File: config.mk
export PLATFORM = sky130hd
export DESIGN_NAME = i2cbr_master
export DESIGN_NICKNAME = d
export VERILOG_FILES = /design/src/hw/i2cbr_baud_counter.v /design/src/hw/i2cbr_master.v
export VERILOG_INCLUDE_DIRS = /design/src /design/src/hw
export SDC_FILE = /design/constraint.sdc
export NUM_CORES = 1
export LEC_CHECK = 0
export BUFFER_PORTS_ARGS = -buffer_cell sky130_fd_sc_hd__buf_2
export CAP_MARGIN = 10
export CORE_MARGIN = 8
export CORE_UTILIZATION = 35
export CTS_CLUSTER_DIAMETER = 150
export DETAILED_ROUTE_END_ITERATION = 16
export PLACE_DENSITY = 0.56
export REMOVE_ABC_BUFFERS = 1
export SYNTH_ARGS = -nofsm -noshare
export SYNTH_HDL_FRONTEND = slang
export SYNTH_SLANG_ARGS = --single-unit
File: constraint.sdc
create_clock -name clk_sys -period 2.35 [get_ports clk_sys]
set_clock_uncertainty 0.1 [all_clocks]
set_input_delay 0.1175 -clock clk_sys [delete_from_list [all_inputs] [get_ports clk_sys]]
set_output_delay 0.1175 -clock clk_sys [all_outputs]
set_load 0.03 [all_outputs]
File: src/hw/i2cbr_map.vh
`ifndef I2CBR_MAP_VH
`define I2CBR_MAP_VH
// Register byte addresses
`define I2CBR_ADDR_RELOAD   8'h00
`define I2CBR_ADDR_CONTROL  8'h04
`define I2CBR_ADDR_STATUS   8'h08
`define I2CBR_ADDR_IRQSTAT  8'h0c
`define I2CBR_ADDR_IRQMASK  8'h10
`define I2CBR_ADDR_BUFFER   8'h14
// Control bits (self clearing sequence enables)
`define I2CBR_CTL_RSTART    0
`define I2CBR_CTL_STOP      1
// Status bits of i2c_port_status
`define I2CBR_ST_BUSY       0
`define I2CBR_ST_STOPSEEN   4
`define I2CBR_ST_RSTART     1
`define I2CBR_ST_STOPRUN    2
// Interrupt bits
`define I2CBR_IRQ_COLL      0
`define I2CBR_IRQ_DONE      1
`define I2CBR_IRQ_W         2
// Reset value and AXI response codes
`define I2CBR_RELOAD_RST    8'h13
`define I2CBR_AXI_OKAY      2'b00
`define I2CBR_AXI_SLVERR    2'b10
`endif

File: src/hw/i2cbr_baud_counter.v
`timescale 1ns/1ps
// Reloadable down-counter; each expiry marks one half period of the serial clock
module i2cbr_baud_counter #(
  parameter WIDTH = 8
) (
  // Clock and reset
  input  wire             clk_sys,
  input  wire             rst_n,
  // Control
  input  wire             reload,
  input  wire             run,
  input  wire [WIDTH-1:0] reloadValue,
  // Status
  output reg              expired
);
  reg [WIDTH-1:0] count;
  reg [1:0]       phase;

  // Two system ticks per counter step, so a half period is 2*(value+1) ticks
  always @(posedge clk_sys) begin
    if (!rst_n) begin
      count   <= {WIDTH{1'b0}};
      phase   <= 2'b00;
      expired <= 1'b0;
    end else if (reload) begin
      count   <= reloadValue;
      phase   <= 2'b00;
      expired <= 1'b0;
    end else if (run && !expired) begin
      phase <= phase + 2'b01;
      if (phase == 2'b01) begin
        phase <= 2'b00;
        if (count == {WIDTH{1'b0}})
          expired <= 1'b1;
        else
          count <= count - {{(WIDTH-1){1'b0}}, 1'b1};
      end
    end
  end
endmodule

File: src/hw/i2cbr_master.v
`timescale 1ns/1ps
`include "i2cbr_map.vh"
module i2cbr_master #(
  parameter BAUD_W = 8
) (
  // Clock and reset
  input  wire        clk_sys,
  input  wire        rst_n,
  // AXI4-Lite write
  input  wire [7:0]  s_axi_awaddr,
  input  wire        s_axi_awvalid,
  output wire        s_axi_awready,
  input  wire [31:0] s_axi_wdata,
  input  wire [3:0]  s_axi_wstrb,
  input  wire        s_axi_wvalid,
  output wire        s_axi_wready,
  output reg  [1:0]  s_axi_bresp,
  output reg         s_axi_bvalid,
  input  wire        s_axi_bready,
  // AXI4-Lite read
  input  wire [7:0]  s_axi_araddr,
  input  wire        s_axi_arvalid,
  output wire        s_axi_arready,
  output reg  [31:0] s_axi_rdata,
  output reg  [1:0]  s_axi_rresp,
  output reg         s_axi_rvalid,
  input  wire        s_axi_rready,
  // I2C pins, open drain
  input  wire        sclIn,
  output wire        sclOut,
  output reg         sclOe,
  input  wire        sdaIn,
  output wire        sdaOut,
  output reg         sdaOe,
  // Interrupt
  output wire        irq
);
  localparam ST_IDLE   = 4'd0;
  localparam ST_RS_CNT = 4'd1;
  localparam ST_RS_SCL = 4'd2;
  localparam ST_RS_HI  = 4'd3;
  localparam ST_RS_SDA = 4'd4;
  localparam ST_SP_SDA = 4'd5;
  localparam ST_SP_SCL = 4'd6;
  localparam ST_SP_CNT = 4'd7;
  localparam ST_SP_REL = 4'd8;
  localparam ST_XFER   = 4'd9;

  // Open-drain pins only ever drive low
  assign sclOut = 1'b0;
  assign sdaOut = 1'b0;

  // Three-stage input synchronisers; value accepted when stages 2 and 3 agree
  reg [2:0] sclSync;
  reg [2:0] sdaSync;
  reg       sclHigh;
  reg       sdaHigh;
  always @(posedge clk_sys) begin
    if (!rst_n) begin
      sclSync <= 3'b111;
      sdaSync <= 3'b111;
      sclHigh <= 1'b1;
      sdaHigh <= 1'b1;
    end else begin
      sclSync <= {sclSync[1:0], sclIn};
      sdaSync <= {sdaSync[1:0], sdaIn};
      if (sclSync[1] == sclSync[2])
        sclHigh <= sclSync[2];
      if (sdaSync[1] == sdaSync[2])
        sdaHigh <= sdaSync[2];
    end
  end

  // Registers
  reg [BAUD_W-1:0] baudReloadValue;
  reg [7:0]        txRxBuffer;
  reg              bufferFull;
  reg              seqRestart;
  reg              seqStop;
  reg              stopSeen;
  reg [2:0]        irqStat;
  reg [2:0]        irqMask;
  reg [3:0]        state;
  reg              sclPrev;

  // Baud generator control
  reg  brgReload;
  wire brgExpRaw;
  // A reload issued on the last edge has not yet cleared the old expiry; mask it
  wire brgExpired = brgExpRaw && !brgReload;
  wire brgRun = (state != ST_IDLE);

  // Shared divider for every mode, reloaded each half period
  i2cbr_baud_counter #(.WIDTH(BAUD_W)) uBaud (
    .clk_sys     (clk_sys),
    .rst_n       (rst_n),
    .reload      (brgReload),
    .run         (brgRun),
    .reloadValue (baudReloadValue),
    .expired     (brgExpRaw)
  );

  // AXI write channel: take address and data in either order
  reg        awHeld;
  reg        wHeld;
  reg [7:0]  awAddr;
  reg [31:0] wData;
  reg [3:0]  wStrb;
  assign s_axi_awready = !awHeld && !s_axi_bvalid;
  assign s_axi_wready  = !wHeld && !s_axi_bvalid;
  wire       wrFire = awHeld && wHeld && !s_axi_bvalid;

  function isMapped;
    input [7:0] a;
    begin
      isMapped = (a == `I2CBR_ADDR_RELOAD) || (a == `I2CBR_ADDR_CONTROL) ||
                 (a == `I2CBR_ADDR_STATUS) || (a == `I2CBR_ADDR_IRQSTAT) ||
                 (a == `I2CBR_ADDR_IRQMASK) || (a == `I2CBR_ADDR_BUFFER);
    end
  endfunction

  wire wrCtl  = wrFire && awAddr == `I2CBR_ADDR_CONTROL && wStrb[0];
  wire wrBuf  = wrFire && awAddr == `I2CBR_ADDR_BUFFER && wStrb[0];
  wire wrIrqS = wrFire && awAddr == `I2CBR_ADDR_IRQSTAT && wStrb[0];

  always @(posedge clk_sys) begin
    if (!rst_n) begin
      awHeld       <= 1'b0;
      wHeld        <= 1'b0;
      awAddr       <= 8'h00;
      wData        <= 32'h0000_0000;
      wStrb        <= 4'h0;
      s_axi_bvalid <= 1'b0;
      s_axi_bresp  <= `I2CBR_AXI_OKAY;
      baudReloadValue <= `I2CBR_RELOAD_RST;
      irqMask      <= 3'b000;
    end else begin
      if (s_axi_awvalid && s_axi_awready) begin
        awHeld <= 1'b1;
        awAddr <= s_axi_awaddr;
      end
      if (s_axi_wvalid && s_axi_wready) begin
        wHeld <= 1'b1;
        wData <= s_axi_wdata;
        wStrb <= s_axi_wstrb;
      end
      if (wrFire) begin
        awHeld       <= 1'b0;
        wHeld        <= 1'b0;
        s_axi_bvalid <= 1'b1;
        s_axi_bresp  <= isMapped(awAddr) ? `I2CBR_AXI_OKAY : `I2CBR_AXI_SLVERR;
        if (awAddr == `I2CBR_ADDR_RELOAD && wStrb[0])
          baudReloadValue <= wData[BAUD_W-1:0];
        if (awAddr == `I2CBR_ADDR_IRQMASK && wStrb[0])
          irqMask <= wData[2:0];
      end else if (s_axi_bvalid && s_axi_bready) begin
        s_axi_bvalid <= 1'b0;
      end
    end
  end

  // AXI read channel, one read in flight
  assign s_axi_arready = !s_axi_rvalid;
  wire [7:0] portStatus = {3'b000, stopSeen, 1'b0, seqStop, seqRestart, bufferFull};
  always @(posedge clk_sys) begin
    if (!rst_n) begin
      s_axi_rvalid <= 1'b0;
      s_axi_rdata  <= 32'h0000_0000;
      s_axi_rresp  <= `I2CBR_AXI_OKAY;
    end else if (s_axi_arvalid && s_axi_arready) begin
      s_axi_rvalid <= 1'b1;
      s_axi_rresp  <= isMapped(s_axi_araddr) ? `I2CBR_AXI_OKAY : `I2CBR_AXI_SLVERR;
      case (s_axi_araddr)
        `I2CBR_ADDR_RELOAD:  s_axi_rdata <= {{(32-BAUD_W){1'b0}}, baudReloadValue};
        `I2CBR_ADDR_CONTROL: s_axi_rdata <= {30'h0000_0000, seqStop, seqRestart};
        `I2CBR_ADDR_STATUS:  s_axi_rdata <= {24'h00_0000, portStatus};
        `I2CBR_ADDR_IRQSTAT: s_axi_rdata <= {29'h0000_0000, irqStat};
        `I2CBR_ADDR_IRQMASK: s_axi_rdata <= {29'h0000_0000, irqMask};
        `I2CBR_ADDR_BUFFER:  s_axi_rdata <= {24'h00_0000, txRxBuffer};
        default:             s_axi_rdata <= 32'h0000_0000;
      endcase
    end else if (s_axi_rvalid && s_axi_rready) begin
      s_axi_rvalid <= 1'b0;
    end
  end

  // Sequencer: events raised here feed the sticky interrupt bits
  reg collision;
  reg seqDone;
  always @(posedge clk_sys) begin
    if (!rst_n) begin
      state      <= ST_IDLE;
      sclOe      <= 1'b0;
      sdaOe      <= 1'b0;
      seqRestart <= 1'b0;
      seqStop    <= 1'b0;
      stopSeen   <= 1'b0;
      bufferFull <= 1'b0;
      txRxBuffer <= 8'h00;
      brgReload  <= 1'b0;
      collision  <= 1'b0;
      seqDone    <= 1'b0;
      sclPrev    <= 1'b1;
    end else begin
      brgReload <= 1'b0;
      collision <= 1'b0;
      seqDone   <= 1'b0;
      sclPrev   <= sclHigh;
      case (state)
        ST_IDLE: begin
          // Pins stay at their last level while idle
          if (wrCtl && wData[`I2CBR_CTL_RSTART]) begin
            seqRestart <= 1'b1;
            sdaOe      <= 1'b0;
            brgReload  <= 1'b1;
            state      <= ST_RS_CNT;
          end else if (wrCtl && wData[`I2CBR_CTL_STOP]) begin
            seqStop  <= 1'b1;
            stopSeen <= 1'b0;
            sdaOe    <= 1'b1;
            state    <= ST_SP_SDA;
          end else if (wrBuf) begin
            txRxBuffer <= wData[7:0];
            bufferFull <= 1'b1;
            brgReload  <= 1'b1;
            state      <= ST_XFER;
          end
        end
        ST_XFER: begin
          // No byte is shifted anywhere in the design; one half period marks completion
          if (brgExpired) begin
            bufferFull <= 1'b0;
            seqDone    <= 1'b1;
            state      <= ST_IDLE;
          end
        end
        ST_RS_CNT: if (brgExpired) begin
          sclOe <= 1'b0;
          state <= ST_RS_SCL;
        end
        ST_RS_SCL: if (sclHigh) begin
          if (!sdaHigh) begin
            collision <= 1'b1;
          end else begin
            brgReload <= 1'b1;
            state     <= ST_RS_HI;
          end
        end
        ST_RS_HI: begin
          if (sclPrev && !sclHigh && sdaHigh)
            collision <= 1'b1;
          else if (brgExpired && sclHigh && sdaHigh) begin
            sdaOe     <= 1'b1;
            brgReload <= 1'b1;
            state     <= ST_RS_SDA;
          end else if (brgExpired) begin
            // SDA pulled early by another master: no collision, proceed
            sdaOe     <= 1'b1;
            brgReload <= 1'b1;
            state     <= ST_RS_SDA;
          end
        end
        ST_RS_SDA: if (brgExpired) begin
          sclOe      <= 1'b1;
          seqRestart <= 1'b0;
          seqDone    <= 1'b1;
          state      <= ST_IDLE;
        end
        ST_SP_SDA: if (!sdaHigh) begin
          sclOe <= 1'b0;
          state <= ST_SP_SCL;
        end
        ST_SP_SCL: if (sclHigh) begin
          brgReload <= 1'b1;
          state     <= ST_SP_CNT;
        end
        ST_SP_CNT: begin
          if (!sclHigh)
            collision <= 1'b1;
          else if (brgExpired) begin
            sdaOe     <= 1'b0;
            brgReload <= 1'b1;
            state     <= ST_SP_REL;
          end
        end
        ST_SP_REL: if (brgExpired) begin
          if (!sdaHigh)
            collision <= 1'b1;
          else begin
            stopSeen <= 1'b1;
            seqStop  <= 1'b0;
            seqDone  <= 1'b1;
            state    <= ST_IDLE;
          end
        end
        default: state <= ST_IDLE;
      endcase
      // Abort on collision: release both lines, clear enables, go idle
      if (collision) begin
        sclOe      <= 1'b0;
        sdaOe      <= 1'b0;
        seqRestart <= 1'b0;
        seqStop    <= 1'b0;
        bufferFull <= 1'b0;
        state      <= ST_IDLE;
      end
    end
  end

  // Sticky interrupt status; a new event beats a simultaneous clear
  wire [2:0] irqEvents = {wrBuf && state != ST_IDLE, seqDone, collision};
  always @(posedge clk_sys) begin
    if (!rst_n)
      irqStat <= 3'b000;
    else
      irqStat <= (irqStat & ~(wrIrqS ? wData[2:0] : 3'b000)) | irqEvents;
  end
  assign irq = |(irqStat & irqMask);
endmodule

Word-level counts from Yosys, hierarchy flattened --
Cells that the tools add are included.
Cells by class: muxes and demuxes 74, divide/modulo/power cells 0, shift operators 0, multipliers 0, reduce and logical (&&, ||, !) cells 73, bitwise operators 7, add/sub/neg operators 2, eq/ne operators 44, magnitude comparators 0
Operator list (count):
- $mux 4 | 16
- $pmux 8 s6 | 1
- $mux 1 | 39
- $ne 2x2->1 const B | 18
- $pmux 4 s9 | 1
- $eq 8x4->1 const B | 4
- $eq 8x5->1 const B | 4
- $mux 8 | 4
- $logic_and 1x1->1 | 26
- $logic_not 8->1 | 3
- $eq 4x3->1 const B | 4
- $eq 8x3->1 const B | 2
- $reduce_bool 2->1 | 7
- $reduce_and 13->1 | 1
- $logic_or 1x1->1 | 10
- $pmux 1 s2 | 5
- $reduce_and 5->1 | 2
- $reduce_and 3->1 | 3
- $eq 4x2->1 const B | 2
- $eq 4x4->1 const B | 2
- $reduce_and 4->1 | 2
- $reduce_or 2->1 | 4
- $sub 8x1->8 const B | 1
- $logic_not 1->1 | 7
- other kinds (22) | 32
Storage, ports and cells: memories 0, word-level logic and storage cells 232, bits of input ports 61, bits in writable memories 0, output and inout bits 46, bits in latches 0, ROM bits 0, register bits 112

Logic depth before layout (Yosys ltp) --
depth after elaboration 8, mapped depth 7, gate-level depth less buffers 6

Cells and area by module --
From an unflattened synthesis, not the netlist that was laid out.
Unflattened totals: cell total of the unflattened synthesis 484, area total of the unflattened synthesis 4186.5 um2
Modules (own cells, without submodules):
- i2cbr_master | area an instance 3559.7 um2, sequential area each 1501.4 um2, cells each 414, times used 1
- i2cbr_baud_counter | area an instance 626.9 um2, sequential area each 220.2 um2, cells each 70, times used 1

Worst setup path before layout --
No wires, ideal clock.
path type register to register, from register uBaud.count[2], to register uBaud.count[4], clock period less this slack 1962 ps, slack 388 ps, library setup time 131 ps, required time 2119 ps, arrival time 1730 ps, path buffers 0, cell stages (with the launch flop) 6, cell sequence dfxtp_1 > or4_4 > nor4b_4 > and4bb_2 > xnor2_1 > a21oi_1
Between the ends: word-level cells in the longest chain between the ends 5, elaborated cells between the ends (all ways) 8, those cells by class add/sub: 1; eq/ne: 1; mux: 4; reduce/logical: 2
RTL lines:
- start, declared | line i2cbr_baud_counter.v:16 | reg [WIDTH-1:0] count;
- start signal, assigned | line i2cbr_baud_counter.v:22 | count <= {WIDTH{1'b0}};
- start signal, assigned | line i2cbr_baud_counter.v:26 | count <= reloadValue;
- start signal, assigned | line i2cbr_baud_counter.v:36 | count <= count - {{(WIDTH-1){1'b0}}, 1'b1};
- $sub 8x1->8 | line i2cbr_baud_counter.v:36
- $mux 8 | line i2cbr_baud_counter.v:33 | if (count == {WIDTH{1'b0}})
- $mux 8 | line i2cbr_baud_counter.v:31 | if (phase == 2'b01) begin
- $mux 8 | line i2cbr_baud_counter.v:29 | end else if (run && !expired) begin
- $mux 8 | line i2cbr_baud_counter.v:25 | end else if (reload) begin
Several ways; a longest one is shown, not always the timed one. The select of a mux whose other input is x is not followed. A chain may end at the register's enable or synchronous reset.

Worst setup path in the final report --
from register state[3], to register state[0]
Between the ends: word-level cells in the longest chain between the ends 4, elaborated cells between the ends (all ways) 26, those cells by class eq/ne: 22; mux: 1; reduce/logical: 3
RTL lines:
- start, declared | line i2cbr_master.v:83 | reg [3:0] state;
- start signal, assigned | line i2cbr_master.v:192 | state <= ST_IDLE;
- start signal, assigned | line i2cbr_master.v:216 | state <= ST_RS_CNT;
- start signal, assigned | line i2cbr_master.v:221 | state <= ST_SP_SDA;
- $eq 4x3->1 / $eq 4x4->1 (equally long branches) | line i2cbr_master.v:209 | case (state)
- $reduce_or 2->1 (no source line)
- $ne 2x1->1 (no source line)
- $reduce_and 13->1 (no source line)
Several ways; a longest one is shown, not always the timed one.

==> results.md <==
- The clock passes through at most 2 buffers.
- The initial detailed-routing violation count is roughly 160.
- In this run, synthesis produced a sequential element count of 86.
- Sequential elements use 41.8% of the synthesized area.
- Once layout is complete, the cells apart from fillers number 708.
- The type of the worst setup path is register to register.
- The global routing usage on met3 is 2.26%.
- Summed over its instances, the top area cell type makes up 41.8% of the synthesized netlist area.
- Buffers added to address setup during post-CTS repair amount to 0.
- The sequential power share is 38.9%.
- The analysis attributes to net switching a power of 1.42 mW.
- The most frequently used flop master after synthesis is sky130_fd_sc_hd__dfxtp_1.
- For the worst setup path, the data arrival time is roughly 2.4 ns.
- The worst hold path startpoint is s_axi_araddr[0].
- The hold buffer count at cts is 25.
- The average wire per cell in the routed design is 13.7 um.
- Data on the critical path is required at its endpoint by around 2.5 ns.
- The post-route core utilization is a little over two fifths.
- The fraction of registers with async set or reset after synthesis is 0%.
- Measured in cells, the most critical reg-to-reg path has a length of 5.
- Fill cells in the final layout number 1124.
- The vias per cell is 4.93.
- Prior to clock tree synthesis, the placed netlist has a worst setup slack of about 0.18 ns.
- After synthesis, the cell types taking the most area are sky130_fd_sc_hd__dfxtp_1 42%, sky130_fd_sc_hd__mux2i_1 6.1%, sky130_fd_sc_hd__a21oi_1 5.8%, sky130_fd_sc_hd__buf_4 5.1%, sky130_fd_sc_hd__nand2_1 4.6%.
- Summed over all cells, the static leakage comes to 2.05 nW.
- The path with the worst hold slack has its endpoint at s_axi_rdata[5].
- The reg-to-reg critical path endpoint is state[0].
- CTS placed an instance of sky130_fd_sc_hd__clkbuf_16 at the clock tree root.
- The total design power is 4.50 mW.
- The maximum ir drop on the vdd rail is 0.000395 V.
- The largest area contributor in the netlist is sky130_fd_sc_hd__dfxtp_1.
- Registers take 1720 um2.
- The run finished with clean final reports.
- The met1 global-route usage is 15.7%.
- Timing would allow up to 0.454 GHz.
- The post-route antenna net violation count is 0.
- The number of max-cap violations is 0.
- In this run switching power makes up 31.5% of total power.
- The average footprint of a synthesized cell is 8.43 um2.
- Setup repair after global routing left no endpoint under its margin.
- The total wirelength of the detailed-routed design is a little under 10000 um.
- The repair_antennas step left the layout with diodes totalling 0.
- The global-route wire length before repair is 16500 um.
- Power spread over the standard cell area amounts to roughly 900 nW/um2.
- The initialized floorplan defines 39 standard-cell rows.
- The die is 125 um tall.
- The signal on the critical path passes through nor2b_1, or2_0, a311o_1, a211oi_2, mux2i_1.
- The final setup slack of the worst path is 0.145 ns.
- In this design, the stage delay of the slowest critical-path cell is 0.64 ns.
- The largest net degree at the start of global routing is 27.
- The critical-path cell with the highest stage delay is sky130_fd_sc_hd__dfxtp_1.
- For this run, the total global-route usage over all layers was measured as 12.3%.
- The first detailed-routing pass ran for 4 iterations.
- The chip width is approximately 120 um.
- The kind of path behind the tightest hold check is input pin to register.
- In this run the critical register-to-register path is launched from state[3].
- After global routing the overflow that remains totals 0.
- The setup slack on the worst flop-to-flop path is 0.15 ns.
- During I/O placement, the number of pins put on the boundary was 107.
- The number of enable-type register cells in the synthesized netlist is 0.
- The total vias in the final route is 3487.
- The global routing usage on met2 is 19.7%.
- Counting I/O delays and the setup requirement, the final critical path takes 2.20 ns.
- The initial antenna violation count is 0.
- met2 is the most crowded layer.
- Once detailed placement completed, the half-perimeter wirelength came to 7150 um.
- Counting instances, the worst hold path has a depth of 4.
- The number of global-route vias before repair is roughly 3300.
- Synthesis produced around 500 cells.
- The critical path launch point type is a register.
- For this configuration, the core starts out at a cell density of between 30% and 40%.
- In the routed design, unresolved DRC markers number 0.
- The number of slew-limit violations in the final report is 0.
- The register clock-pin slew on the reported worst setup and hold paths is 0.06 ns.
- The number of clock sinks is 86.
- In this run the cell area of the synthesized design comes to 4120 um2.
- The cell internal power dissipation is 3.08 mW.
- TritonCTS built the clock tree.
- The fraction of layout instances using a drive strength above 1 is 17.2%.
- The number of placed cells counting well taps is 668.
- The share of power burned in the clock network is between 30% and 40%.
- In the final design database the tool counted between 600 and 700 nets.
- The placeable core region is 11500 um2.
- The total count of hold-check failures in the final report was 0.
- During placement, the flow inserted port buffers numbering 51.
- The worst max-slew margin expressed relative to the limit is 64.4%.
- For the pin with the worst max-slew slack, the measured transition is 0.534 ns.
- Routability-driven placement finished with a final weighted congestion of around 0.81.
- Compared with the post-synthesis result, the final layout area differs by 21.3%.
- Combinational cells account for between 20% and 30% of the total power.
- During synthesis, Yosys emitted a total of 0 warnings.
- Summing all multi-input logic gate instances after layout gives 2130 um2.
- The netlist uses around 60 different library cells.
- Gates resized during post-CTS repair numbered 0.
- In the finished design, the share of the clock period the worst path needs comes to 93.8%.
- The die covers approximately 16000 um2.
- The number of buffers created by CTS is 9.
- The worst setup path is captured at a register.
- Along the worst path, the maximum fanout reaches 13.
- The commonest cells after synthesis are 86 x sky130_fd_sc_hd__dfxtp_1, 51 x sky130_fd_sc_hd__nand2_1, 48 x sky130_fd_sc_hd__a21oi_1, 48 x sky130_fd_sc_hd__nor2_1.
- By instance count, the leading cell after synthesis is sky130_fd_sc_hd__dfxtp_1.
- The clock reaches the later pin of the worst-skew pair after approximately 0.33 ns.
- CTS built an H-tree with a depth of 3.
- The count of final setup violators is 0.
- The total negative slack for setup checks is 0 ns.
[layout make-up]
| cell class | count | share of cell area, % |
|---|---|---|
| well taps | 143 | 3.58 |
| clock buffers | 12 | 5.33 |
| multi-input cells | 362 | 42.7 |
| flip-flops and latches | 86 | 34.4 |
| inverters | 12 | 0.901 |
| repair buffers | 90 | 12.2 |
| clock inverters | 3 | 0.851 |
[flip-flops by register name, indices dropped and copies added (netlist names), 2 cells and up]
name / cells
txRxBuffer: 8
awAddr: 8
uBaud.count: 8
irqMask: 3
sclSync: 3
sdaSync: 3
state: 4
irqStat: 3
wData: 8
uBaud.phase: 2
s_axi_rdata: 8
baudReloadValue: 8
[metal layers]
layer	wire, um	vias up
met5	0	-
met4	99	0
met3	386	7
met2	4510	79
met1	4680	1618
li1	-	1783
[power by group through the flow]
| stage | registers (mW) | clock network (mW) | logic (mW) |
|---|---|---|---|
| 2_1_floorplan | 1.77 | 0 | 0.909 |
| 3_3_place_gp | 1.77 | 0 | 1.23 |
| 3_5_place_dp | 1.78 | 0 | 1.25 |
| 4_1_cts | 1.75 | 1.48 | 1.29 |
| 5_1_grt | 1.77 | 1.55 | 1.44 |
| 6_report | 1.75 | 1.46 | 1.29 |
[per-stage QoR]
stage                     hold WS, ns  area, um2
after floorplan                0.0794       3900
after global placement          0.199       4440
after detailed placement        0.204       4440
after global routing            0.131       5000
final                           0.101       5000
after CTS                      0.0903       5000
[cells by family (layout without fill, tap and decap cells)]
family	after synthesis	count (layout)	share of synthesized area (%)
flip-flops	86	86	41.8
other	1	28	0.0910
buffers and inverters	68	117	8.87
AND/OR/NAND/NOR	178	178	22.4
AO/OA/AOI/OAI	115	115	16.9
XOR/XNOR	9	9	1.91
multiplexers	30	30	7.44
adder cells (fa/ha/maj)	2	2	0.607
[placed cells by master, fill, tap and decap left out, types with 3 or more instances in the layout]
| master | n |
|---|---|
| sky130_fd_sc_hd__a21oi_1 | 48 |
| sky130_fd_sc_hd__a22oi_1 | 13 |
| sky130_fd_sc_hd__and3_1 | 3 |
| sky130_fd_sc_hd__buf_2 | 51 |
| sky130_fd_sc_hd__buf_4 | 14 |
| sky130_fd_sc_hd__clkbuf_16 | 9 |
| sky130_fd_sc_hd__clkbuf_8 | 3 |
| sky130_fd_sc_hd__conb_1 | 28 |
| sky130_fd_sc_hd__dfxtp_1 | 86 |
| sky130_fd_sc_hd__dlygate4sd3_1 | 25 |
| sky130_fd_sc_hd__inv_1 | 12 |
| sky130_fd_sc_hd__mux2_2 | 5 |
| sky130_fd_sc_hd__mux2i_1 | 25 |
| sky130_fd_sc_hd__nand2_1 | 51 |
| sky130_fd_sc_hd__nand2b_1 | 17 |
| sky130_fd_sc_hd__nand3_1 | 11 |
| sky130_fd_sc_hd__nor2_1 | 48 |
| sky130_fd_sc_hd__nor2b_1 | 6 |
| sky130_fd_sc_hd__nor3_1 | 9 |
| sky130_fd_sc_hd__nor4_1 | 4 |
| sky130_fd_sc_hd__nor4b_1 | 3 |
| sky130_fd_sc_hd__o21ai_0 | 28 |
| sky130_fd_sc_hd__xnor2_1 | 9 |
[how the worst max path moves through the flow]
stage	cells past startpoint	start	end	slack, ns
after global placement	5	state[3]	state[2]	0.22
after CTS	5	state[3]	state[0]	0.16
after detailed placement	5	state[3]	state[0]	0.18
after floorplan	5	state[2]	state[0]	0.36
final	5	state[3]	state[0]	0.15
after global routing	5	state[3]	state[0]	0.03
[worst max-delay path: cells and delay by family, from the launching register on]
family	cells	cell delay, ns
AO/OA/AOI/OAI	2	0.77
flip-flops	1	0.64
multiplexers	1	0.24
AND/OR/NAND/NOR	2	0.39
Note: power is estimated with default switching activity, not from simulation.
